File: src/addr_mask_pkg.sv
// Overview of operation
// - acknowledge when all unmasked bits match
// - ten-bit: upper field masks bits 5:2
// - low pair bit masks 1:0 or 1
// - ten-bit upper address bits never masked
// - five-bit scheme masks only bits 5..1, and bit 0 in ten-bit
// - second control register holds mask in slave
// - config bit zero selects five-bit scheme
// - unprogrammed config defaults to full mask scheme
// - full mask: set bit don't-care, clear exact
// - seven-bit addressing ignores mask bit zero
// - mask register shares own-address offset
// - every address matching unmasked bits accepted
// - received address byte lands in buffer
// - both schemes serve seven and ten bit
// - active module blocks stretch set, buffer writes
package addr_mask_pkg;
  // ----------------------------------------
  // register indices (byte address = 4 * index)
  // ----------------------------------------
  localparam logic [11:0] IDX_CTRL2    = 12'hFC5; // second control / five-bit mask
  localparam logic [11:0] IDX_ADDR     = 12'hFC8; // own address, or full mask when selected
  localparam logic [11:0] IDX_BUF      = 12'hFC9; // serial buffer
  localparam logic [11:0] IDX_CFG      = 12'hFCA; // enable, mode and mask select config
  localparam logic [11:0] IDX_IRQ_STAT = 12'hFCB; // sticky events, read only
  localparam logic [11:0] IDX_IRQ_EN   = 12'hFCC; // interrupt enables
  localparam logic [11:0] IDX_IRQ_CLR  = 12'hFCD; // write one to clear
  // ----------------------------------------
  // fields and reset values
  // ----------------------------------------
  localparam int          B_GENERAL_CALL_ENABLE       = 7;       // general_call_enable
  localparam int          B_STRETCH    = 0;       // stretch_enable
  localparam int          B_CFG_EN     = 0;       // module enable
  localparam int          B_CFG_TEN    = 1;       // ten-bit addressing
  localparam int          B_CFG_MSKSEL = 2;       // expose mask register at shared index
  localparam int          B_EV_MATCH   = 0;       // address match event
  localparam int          B_EV_GCALL   = 1;       // general call event
  localparam int          B_EV_DATA    = 2;       // data byte event
  localparam logic [7:0]  RST_MASK     = 8'hFF;
  localparam logic [7:0]  RST_ZERO     = 8'h00;
  localparam logic [7:0]  GCALL_ADDR   = 8'h00;
  localparam logic [4:0]  TEN_HDR      = 5'h1E;   // 11110 prefix of ten-bit header
  localparam logic [2:0]  BIT_LAST     = 3'h7;
  localparam logic [3:0]  CLK_NINTH    = 4'h8;
endpackage : addr_mask_pkg

File: src/i2c_slave_addr_mask.sv
`timescale 1ns/1ps
// i2c slave address matcher with wishbone registers
module i2c_slave_addr_mask (
  input  wire logic        i_mclk,
  input  wire logic        i_rst_n,
  input  wire logic        i_mask_cfg,   // mask_scheme_config_bit, 1 = unprogrammed
  input  wire logic        i_cyc,
  input  wire logic        i_stb,
  input  wire logic        i_we,
  input  wire logic [13:0] i_adr,
  input  wire logic [3:0]  i_sel,
  input  wire logic [31:0] i_dat,
  output logic      [31:0] o_dat,
  output logic             o_ack,
  output logic             o_irq,
  input  wire logic        i_scl,
  input  wire logic        i_sda,
  output logic             o_scl_oe,     // pulls scl low
  output logic             o_sda_oe,     // pulls sda low
  output logic             o_scl_o,
  output logic             o_sda_o
);
  // ----------------------------------------
  // declarations
  // ----------------------------------------
  typedef enum logic [2:0] {
    ST_IDLE = 3'b000,  // waiting for start
    ST_ADDR = 3'b001,  // shifting address
    ST_ACK  = 3'b010,  // driving acknowledge
    ST_DATA = 3'b011,  // receiving data
    ST_SKIP = 3'b100   // not addressed
  } st_t;
  st_t        st_r;
  logic       scl_s, sda_s;           // synchronised pins
  logic       scl_d_r, sda_d_r;       // previous samples
  logic       scl_rise, scl_fall, start_c, stop_c;
  logic [7:0] shift_r;                // serial_shift_reg
  logic [3:0] bit_r;                  // clocks in this byte
  logic       first_r;                // next byte is first after start
  logic [7:0] ctrl2_r;                // second_control_reg
  logic [7:0] own_r;                  // own_address_reg
  logic [7:0] fmask_r;                // address_mask_reg
  logic [7:0] buf_r;                  // serial_buffer_reg
  logic [2:0] cfg_r;                  // enable, ten-bit, mask select
  logic [2:0] stat_r, en_r;           // interrupt status and enable
  logic [2:0] ev;                     // events this cycle
  logic       hit, gcall, hold_r, acking_r;
  logic       wr, rd;
  logic [11:0] idx;
  logic       scheme5;
  assign scheme5 = ~i_mask_cfg;
  assign idx     = i_adr[13:2];
  assign wr      = i_cyc & i_stb & i_we & i_sel[0] & ~o_ack;
  assign rd      = i_cyc & i_stb & ~o_ack;
  // ----------------------------------------
  // pin synchronisers and edge detect
  // ----------------------------------------
  sync2 u_scl (.i_mclk(i_mclk), .i_rst_n(i_rst_n), .i_d(i_scl), .o_q(scl_s));
  sync2 u_sda (.i_mclk(i_mclk), .i_rst_n(i_rst_n), .i_d(i_sda), .o_q(sda_s));
  always_ff @(posedge i_mclk)
  begin
    if (!i_rst_n)
    begin
      scl_d_r <= 1'b1;
      sda_d_r <= 1'b1;
    end
    else
    begin
      scl_d_r <= scl_s;
      sda_d_r <= sda_s;
    end
  end
  assign scl_rise = scl_s & ~scl_d_r;
  assign scl_fall = ~scl_s & scl_d_r;
  assign start_c  = scl_s & scl_d_r & sda_d_r & ~sda_s;
  assign stop_c   = scl_s & scl_d_r & ~sda_d_r & sda_s;
  // ----------------------------------------
  // address compare
  // ----------------------------------------
  addr_match u_match (
    .i_scheme5   (scheme5),
    .i_ten       (cfg_r[addr_mask_pkg::B_CFG_TEN] & ~first_r),
    .i_own       (own_r),
    .i_full_mask (fmask_r),
    .i_up_mask   (ctrl2_r[5:1]),
    .i_rx        (shift_r),
    .o_hit       (hit)
  );
  // general call: first seven-bit byte only, so a ten-bit low byte of zero is not taken
  assign gcall = ctrl2_r[addr_mask_pkg::B_GENERAL_CALL_ENABLE] && first_r && !cfg_r[addr_mask_pkg::B_CFG_TEN] &&
                 (shift_r == addr_mask_pkg::GCALL_ADDR);
  // ----------------------------------------
  // bus state machine
  // ----------------------------------------
  always_ff @(posedge i_mclk)
  begin
    if (!i_rst_n || !cfg_r[addr_mask_pkg::B_CFG_EN])
    begin
      st_r    <= ST_IDLE;
      bit_r   <= 4'h0;
      shift_r <= 8'h00;
      first_r <= 1'b1;
    end
    else if (stop_c)
      st_r <= ST_IDLE;
    else if (start_c)
    begin
      st_r    <= ST_ADDR;
      bit_r   <= 4'h0;
      first_r <= 1'b1;
    end
    else if (scl_rise && st_r != ST_IDLE && st_r != ST_ACK)
    begin
      shift_r <= {shift_r[6:0], sda_s};
      bit_r   <= bit_r + 4'h1;
    end
    else if (scl_fall && bit_r == addr_mask_pkg::CLK_NINTH)
    begin
      bit_r <= 4'h0;
      unique case (st_r)
        ST_ADDR:
        begin
          // ten-bit header: prefix bits then own high bits
          if (cfg_r[addr_mask_pkg::B_CFG_TEN] && first_r)
            st_r <= (shift_r[7:3] == addr_mask_pkg::TEN_HDR &&
                     shift_r[2:1] == own_r[7:6]) ? ST_ACK : ST_SKIP;
          else
            st_r <= (hit || gcall) ? ST_ACK : ST_SKIP;
        end
        ST_DATA: st_r <= ST_ACK;
        default: st_r <= st_r;
      endcase
    end
    else if (scl_fall && st_r == ST_ACK)
    begin
      // after a ten-bit header the low byte follows as address
      st_r    <= (cfg_r[addr_mask_pkg::B_CFG_TEN] && first_r) ? ST_ADDR : ST_DATA;
      first_r <= 1'b0;
    end
  end
  // ----------------------------------------
  // acknowledge drive and clock stretch
  // ----------------------------------------
  always_ff @(posedge i_mclk)
  begin
    if (!i_rst_n)
    begin
      acking_r <= 1'b0;
      hold_r   <= 1'b0;
    end
    else
    begin
      acking_r <= (st_r == ST_ACK);
      // hold scl low after ack until software reads buffer
      if (scl_fall && st_r == ST_ACK && ctrl2_r[addr_mask_pkg::B_STRETCH])
        hold_r <= 1'b1;
      else if ((rd && !i_we && idx == addr_mask_pkg::IDX_BUF) || st_r == ST_IDLE)
        hold_r <= 1'b0;
    end
  end
  assign o_sda_o  = 1'b0;
  assign o_scl_o  = 1'b0;
  assign o_sda_oe = acking_r;
  assign o_scl_oe = hold_r;
  // ----------------------------------------
  // events into buffer
  // ----------------------------------------
  always_comb
  begin
    ev = 3'b000;
    if (scl_fall && bit_r == addr_mask_pkg::CLK_NINTH && !start_c && !stop_c)
    begin
      ev[addr_mask_pkg::B_EV_MATCH] = (st_r == ST_ADDR) && hit && !(cfg_r[addr_mask_pkg::B_CFG_TEN] && first_r);
      ev[addr_mask_pkg::B_EV_GCALL] = (st_r == ST_ADDR) && gcall;
      ev[addr_mask_pkg::B_EV_DATA]  = (st_r == ST_DATA);
    end
  end
  always_ff @(posedge i_mclk)
  begin
    if (!i_rst_n)
      buf_r <= addr_mask_pkg::RST_ZERO;
    else if (|ev)
      buf_r <= shift_r;
    else if (wr && idx == addr_mask_pkg::IDX_BUF && !cfg_r[addr_mask_pkg::B_CFG_EN])
      buf_r <= i_dat[7:0];
  end
  // ----------------------------------------
  // register writes
  // ----------------------------------------
  always_ff @(posedge i_mclk)
  begin
    if (!i_rst_n)
    begin
      ctrl2_r <= addr_mask_pkg::RST_ZERO;
      own_r   <= addr_mask_pkg::RST_ZERO;
      fmask_r <= addr_mask_pkg::RST_MASK;
      cfg_r   <= 3'b000;
      en_r    <= 3'b000;
    end
    else if (wr)
    begin
      unique case (idx)
        addr_mask_pkg::IDX_CTRL2:
        begin
          ctrl2_r[7:1] <= {i_dat[7], ctrl2_r[6], i_dat[5:1]};
          // stretch bit may only be cleared while active
          ctrl2_r[0] <= cfg_r[addr_mask_pkg::B_CFG_EN] ? (ctrl2_r[0] & i_dat[0]) : i_dat[0];
        end
        addr_mask_pkg::IDX_ADDR:
          if (cfg_r[addr_mask_pkg::B_CFG_MSKSEL] && !scheme5)
            fmask_r <= i_dat[7:0];
          else
            own_r <= i_dat[7:0];
        addr_mask_pkg::IDX_CFG:    cfg_r <= i_dat[2:0];
        addr_mask_pkg::IDX_IRQ_EN: en_r  <= i_dat[2:0];
        default: ;
      endcase
    end
  end
  // ----------------------------------------
  // sticky status, set wins over clear
  // ----------------------------------------
  always_ff @(posedge i_mclk)
  begin
    if (!i_rst_n)
      stat_r <= 3'b000;
    else if (wr && idx == addr_mask_pkg::IDX_IRQ_CLR)
      stat_r <= (stat_r & ~i_dat[2:0]) | ev;
    else
      stat_r <= stat_r | ev;
  end
  assign o_irq = |(stat_r & en_r);
  // ----------------------------------------
  // read data and ack
  // ----------------------------------------
  always_ff @(posedge i_mclk)
  begin
    if (!i_rst_n)
    begin
      o_ack <= 1'b0;
      o_dat <= 32'h0000_0000;
    end
    else
    begin
      o_ack <= rd;
      o_dat <= 32'h0000_0000;
      if (rd)
        unique case (idx)
          addr_mask_pkg::IDX_CTRL2:    o_dat[7:0] <= ctrl2_r;
          addr_mask_pkg::IDX_ADDR:     o_dat[7:0] <= (cfg_r[addr_mask_pkg::B_CFG_MSKSEL] && !scheme5) ? fmask_r : own_r;
          addr_mask_pkg::IDX_BUF:      o_dat[7:0] <= buf_r;
          addr_mask_pkg::IDX_CFG:      o_dat[2:0] <= cfg_r;
          addr_mask_pkg::IDX_IRQ_STAT: o_dat[2:0] <= stat_r;
          addr_mask_pkg::IDX_IRQ_EN:   o_dat[2:0] <= en_r;
          default:                     o_dat <= 32'h0000_0000;
        endcase
    end
  end
endmodule : i2c_slave_addr_mask

File: src/sync2.sv
`timescale 1ns/1ps
// two-flop synchroniser for pin inputs
module sync2 (
  input  wire logic i_mclk,
  input  wire logic i_rst_n,
  input  wire logic i_d,
  output logic      o_q
);
  logic meta_r; // first stage, read only by second stage
  // ----------------------------------------
  // synchroniser chain
  // ----------------------------------------
  always_ff @(posedge i_mclk)
  begin
    if (!i_rst_n)
    begin
      meta_r <= 1'b1;
      o_q    <= 1'b1;
    end
    else
    begin
      meta_r <= i_d;
      o_q    <= meta_r;
    end
  end
endmodule : sync2

File: src/addr_match.sv
`timescale 1ns/1ps
// combinational address compare with both mask schemes
module addr_match (
  input  wire logic       i_scheme5,   // 1 = five-bit scheme
  input  wire logic       i_ten,       // ten-bit addressing
  input  wire logic [7:0] i_own,       // own_address_reg
  input  wire logic [7:0] i_full_mask, // full_mask_bits
  input  wire logic [4:0] i_up_mask,   // upper_mask_field bits 5:1
  input  wire logic [7:0] i_rx,        // received address byte
  output logic            o_hit
);
  logic [7:0] care; // one where the bit must match
  // ----------------------------------------
  // effective mask
  // ----------------------------------------
  always_comb
  begin
    care = 8'hFF;
    if (i_scheme5)
    begin
      care[5:2] = ~i_up_mask[4:1];
      if (i_ten)
        care[1:0] = {2{~i_up_mask[0]}};
      else
        care[1] = ~i_up_mask[0];
    end
    else
    begin
      care = ~i_full_mask;
      if (!i_ten)
        care[0] = 1'b1;
    end
    if (!i_ten)
      care[0] = 1'b0;                         // r/w bit in seven-bit byte
  end
  // unmasked bits equal
  assign o_hit = ((i_rx ^ i_own) & care) == 8'h00;
endmodule : addr_match

File: config.mk
export PLATFORM = sky130hd
export DESIGN_NAME = i2c_slave_addr_mask
export DESIGN_NICKNAME = d
export VERILOG_FILES = /design/src/addr_mask_pkg.sv /design/src/i2c_slave_addr_mask.sv /design/src/sync2.sv /design/src/addr_match.sv
export SDC_FILE = /design/constraint.sdc
export NUM_CORES = 1
export LEC_CHECK = 0
export BUFFER_PORTS_ARGS = -buffer_cell sky130_fd_sc_hd__clkbuf_2
export CORE_MARGIN = 10
export CORE_UTILIZATION = 55
export CTS_BUF_LIST = sky130_fd_sc_hd__clkbuf_8
export CTS_CLUSTER_DIAMETER = 200
export CTS_CLUSTER_SIZE = 16
export DETAILED_ROUTE_END_ITERATION = 8
export PLACE_DENSITY = 0.81
export SYNTH_ARGS = -nofsm -noshare
export SYNTH_HDL_FRONTEND = slang
export SYNTH_SLANG_ARGS = --single-unit
File: constraint.sdc
create_clock -name i_mclk -period 2.3 [get_ports i_mclk]
set_input_delay 0 -clock i_mclk [delete_from_list [all_inputs] [get_ports i_mclk]]
set_output_delay 0 -clock i_mclk [all_outputs]
set_load 0.01 [all_outputs]
## Yosys cells after proc, flatten, opt, wreduce, memory -nomap -nowiden

Index checks and enable logic that the tools add are counted.

- Register bits after elaboration: 97
- Input bits: 58
- Output and inout bits: 38
- Logic and storage cells: 163

- $add $sub $neg: 1
- Equality and inequality tests: 18
- Mux-type cells: 31
- Bitwise operators: 34
- Reductions and logical operators: 56

Operator list:

| kind | number |
|---|---|
| $eq 12x12->1 const B | 7 |
| $mux 8 | 3 |
| $logic_and 1x1->1 | 21 |
| $mux 3 | 7 |
| $pmux 3 s6 | 1 |
| $logic_not 8->1 | 2 |
| $pmux 5 s3 | 1 |
| $reduce_and 3->1 | 5 |
| $and 1x1->1 | 14 |
| $mux 1 | 12 |
| $mux 4 | 3 |
| $not 1->1 | 11 |
| $reduce_and 2->1 | 5 |
| $reduce_bool 3->1 | 3 |
| $reduce_or 3->1 | 3 |
| $and 8x8->8 | 1 |
| $not 8->8 | 1 |
| $reduce_bool 2->1 | 4 |
| $xor 8x8->8 | 1 |
| $logic_not 1->1 | 7 |
| $and 3x3->3 | 2 |
| $eq 3x2->1 const B | 2 |
| $mux 6 | 1 |
| $or 3x3->3 | 2 |
| other kinds (17) | 21 |

## Depth between registers and ports, before layout

- Depth in word-level cells: 14
- Mapped depth: 9
- Gate-level depth less buffers: 7

## Modules after synthesis

Synthesis repeated with hierarchy kept, for this count alone.

- Cells, all modules: 493
- Area total of the unflattened synthesis: 4157.7 sq um

By module, submodules not included:

| module | times used | cells each | area an instance (sq um) | seq. area each (sq um) |
|---|---|---|---|---|
| i2c_slave_addr_mask | 1 | 461 | 3854.9 | 1381.3 |
| addr_match | 1 | 24 | 197.7 | 0.0 |
| sync2 | 2 | 4 | 52.6 | 40.0 |

## Worst setup path before layout

Ideal clock, no wire load.

- Kind: reg-to-reg
- Start: register bit_r[0]
- End: register buf_r[0]
- Setup time: 0.122 ns
- Arrival time: 1.635 ns
- Data required time: 2.178 ns
- Setup slack: 0.543 ns
- Stages on the path, launching flop included: 10
- Buffers on the path: 2
- Period minus slack after synthesis: 1.757 ns
- Cell sequence: dfxtp_1 > inv_1 > ha_1 > and3b_1 > buf_2 > and3_2 > o21a_1 > a31o_1 > buf_6 > mux2i_1

- Word-level cells in the longest chain between the ends: 7
- Elaborated cells between the ends (all ways): 8
- Classes of those cells: 1 x eq/ne; 2 x mux; 5 x reduce/logical

RTL lines:

| element | RTL line | text |
|---|---|---|
| start, declared | i2c_slave_addr_mask.sv:38 | `logic [3:0] bit_r;` |
| start signal, assigned | i2c_slave_addr_mask.sv:115 | `bit_r <= bit_r + 4'h1;` |
| $eq 4x4->1 (*) | i2c_slave_addr_mask.sv:171 | `if (scl_fall && bit_r == addr_mask_pkg::CLK_NINTH && !start_c && !stop_c)` |
| $logic_and 1x1->1 (*) (3 in series) | i2c_slave_addr_mask.sv:171 |  |
| $mux 3 (*) | i2c_slave_addr_mask.sv:171 |  |
| $reduce_or 3->1 (*) | i2c_slave_addr_mask.sv:182 | `else if (\|ev)` |
| $mux 8 / $reduce_bool 2->1 (equally long branches) | n/a |  |
| end signal, assigned | i2c_slave_addr_mask.sv:181 | `buf_r <= addr_mask_pkg::RST_ZERO;` |
| end signal, assigned | i2c_slave_addr_mask.sv:183 | `buf_r <= shift_r;` |
| end signal, assigned | i2c_slave_addr_mask.sv:185 | `buf_r <= i_dat[7:0];` |
| end, declared | i2c_slave_addr_mask.sv:43 | `logic [7:0] buf_r;` |

Mark *: on every way between the ends. The rest lies on a longest branch, timed or not.
A chain may end at the register's enable or synchronous reset.

## Final worst setup path

- Start: register bit_r[0]
- End: register buf_r[6]

The elaborated chain is that of the path after synthesis.

==> run summary <==
status -> completed
combinational power share -> 0.054
Detail Placement HPWL -> 6.587 mm
Post-Syn Instances -> 404
TritonCTS Buffers -> 9
CP max stage cell -> dfxtp_1
DR pass1 iterations -> 7
Sw Share -> 0.2224
final WL -> 9.454 mm
PortBufs -> 40
total track usage -> 0.1688
total leakage power -> 1.960 nW
largest vdd supply drop -> 0.3251 mV
CP Depth -> 8
I/O pin total -> 96
Max clock buf depth -> 2
Die ar. -> 0.01084 mm2
synth top area cells -> dfxtp_1 (38%), mux2i_1 (15%), buf_4 (5.2%), nor2b_1 (4.2%), nand2_1 (2.8%)
CP Launch Type -> flop
1st-iter DRT viols -> 179
P&R area growth vs syn -> 13.95%
mux share of post-synthesis cell area -> 0.1553
average footprint of a synthesized cell -> 9.635 um2
compound-gate portion of the synthesized area -> 0.1331
worst hold path class -> in -> reg
Clock H-tree levels -> 3
fin crit period -> 1.894 ns
Final Skew -> 0.008399 ns
CP Launch Point -> bit_r[0]
Final GP Congestion -> 0.8907
first-pass GRT wire length -> 15.37 mm
NetSw -> 0.5849 mW
Fill cells -> 565
biggest area consumer among synthesized cells -> dfxtp_1
Synthesis Warnings -> 0
CP Class -> reg -> reg
Largest stage delay, worst path -> 0.42 ns
PD cells -> 593.0 mW/mm2
max capacitance violation total -> 0
total gr overflow -> 0
largest net degree at the start of global routing -> 49
pins over their slew limit -> 0
sequential share of the synthesized area -> 0.3754
Die X -> 104.1 um
Clock Latency Late Sink -> 0.35 ns
number of global-route vias before repair -> 3098
most frequent cell after synthesis -> dfxtp_1
Seq pwr share -> 0.483
Vias/cell -> 5.664
P_int -> 2.045 mW
FP Rows -> 30
EDFF count, synth -> 0
CP top delay family -> simple AND/OR/NAND/NOR gates
post-route ant nets -> 0
Remaining DRCs -> 0
Yosys top cell area share -> 0.3754
RR Endpoint -> buf_r[6]
largest family of logic cells by synthesized area -> simple AND/OR/NAND/NOR gates
Initial Util -> 0.5698
Seq cells post-synth -> 73
min-delay src -> i_dat[2]
Setup TNS -> 0 ns
antenna cells -> 0
clock power share -> 0.463
Worst-Margin Slew -> 0.6066 ns
Die H -> 104.1 um
Fmax -> 0.5280 GHz
Core ar. -> 0.006832 mm2
Max FO, Critical Path -> 8
wire per inst -> 17.00 um
root buf cell -> clkbuf_8
Nets -> 515
CP cell instances -> inv_1 > ha_1 > and3b_1 > and3_2 > o21a_1 > a31o_1 > buf_4 > mux2i_1
end of the critical path -> buf_r[6]
simple-gate share of the synthesized area -> 0.2150
R2R Setup Slk -> 0.41 ns
most frequent cells after synthesis -> dfxtp_1 (73), mux2i_1 (57), nand2_1 (29)
TritonCTS clock tree -> yes
Primary FF master, synth -> dfxtp_1
WP data arrival -> 2.13 ns
reg2reg path depth -> 8
final core occ -> 0.6493
Post-Synth XOR/XNOR Area -> 0.02700
share of layout cells above drive strength 1 -> 0.1826
data required time of the critical path -> 2.53 ns
RSZ-0062 raised after global routing -> no
mapped cell area -> 0.003892 mm2
Final period util -> 0.8235
distinct cell type count after synthesis -> 65
FFs w/ async S/R, synth -> 0
final hold vios -> 0
initial antenna violation count -> 0
WP buf/inv -> 2
final setup vio count -> 0
Critical Path End Type -> flop
total clock sinks -> 73
via count -> 3149
FF-to-FF Start -> bit_r[0]
Slew HR -> 0.5925
Post-Synth Adder-Cell Area -> 0.006429
clk slew on worst S/H paths -> 0.08 ns
-- per-stage QoR --
step	hold slack, ns	instances	power [mW]	setup slack (ns)	instance area (um2)
after global routing	0.01904	556	2.694	0.2353	4436
after detailed placement	0.1864	528	1.423	0.4371	4073
final	0.01306	556	2.630	0.4060	4436
after global placement	0.1829	528	1.421	0.4751	4073
after floorplan	0.1015	429	1.409	0.5426	3986
after CTS	0.002115	556	2.636	0.4120	4436
-- layout make-up --
| class | count | area [um2] | share of cell area |
|---|---|---|---|
| flip-flops and latches | 73 | 1461 | 0.3295 |
| clock buffers | 9 | 123.9 | 0.02793 |
| well taps | 96 | 120.1 | 0.02708 |
| multi-input cells | 302 | 2193 | 0.4945 |
| clock inverters | 7 | 118.9 | 0.02680 |
| repair buffers | 61 | 387.9 | 0.08745 |
| inverters | 8 | 30.03 | 0.006770 |
-- power groups by stage --
stage / clock (mW) / sequential [mW] / combinational (mW)
6_report: 1.22 / 1.27 / 0.142
5_1_grt: 1.27 / 1.27 / 0.154
4_1_cts: 1.23 / 1.27 / 0.138
3_5_place_dp: 0 / 1.30 / 0.121
3_3_place_gp: 0 / 1.30 / 0.120
2_1_floorplan: 0 / 1.30 / 0.108
-- cells by family after synthesis --
| kind of cell | count (synthesis) |
|---|---|
| other | 1 |
| DFF | 73 |
| buffers and inverters | 54 |
| xor gates and xnor gates | 12 |
| adders and majority gates | 2 |
| and+or+nand+nor | 139 |
| muxes | 60 |
| AOI/OAI and AO/OA | 63 |
-- cell usage in the layout, fill, tap and decap left out, drive strengths merged, types with 8 or more instances in the layout --
cell type    count
a22oi            8
a2bb2oi          8
buf              9
clkbuf          49
conb            26
dfxtp           73
dlygate4sd3     12
inv              8
mux2i           57
nand2           29
nand2b           9
nand3b          11
nor2            21
nor2b           26
o211ai           9
xor2            10
-- flip-flops by register name (all words and copies together) (netlist names), 3 cells and up --
register  flops
buf_r         8
stat_r        3
ctrl2_r       7
bit_r         4
cfg_r         3
en_r          3
fmask_r       8
st_r          3
o_dat         8
own_r         8
shift_r       8
-- worst register-to-register path, delay by kind of cell (launching register included) --
family	cells	cell delay, ns
AO/OA/AOI/OAI	2	0.29
multiplexers	1	0.13
adder cells (fa/ha/maj)	1	0.21
buffers and inverters	2	0.24
AND/OR/NAND/NOR	2	0.49
flip-flops	1	0.42
-- metal layers --
layer	part of all wire	up-vias	track usage	routed length [um]
li1	-	1503	-	-
met1	0.42	1505	0.2048	3986
met2	0.48	126	0.2757	4566
met3	0.082	15	0.05390	779
met4	0.013	0	0.05467	121
met5	0	-	0	0
-- how the worst min path moves through the flow --
stage	to	slack, ns	cells past startpoint
after floorplan	u_scl.meta_r	0.10	1
after global placement	u_scl.meta_r	0.18	2
after CTS	fmask_r[1]	0.002	3
final	fmask_r[2]	0.01	3
after detailed placement	u_scl.meta_r	0.19	2
after global routing	fmask_r[1]	0.02	3
-- repair_timing --
| action | 4_1_cts | 5_1_grt |
|---|---|---|
| resized for setup | 0 | 0 |
| endpoints found under the setup margin | 0 | 0 |
| endpoints found under the hold margin | 22 | 0 |
| buffers inserted | 0 | 0 |
| hold buffers | 12 | 0 |
(Power assumes the default switching activity.)
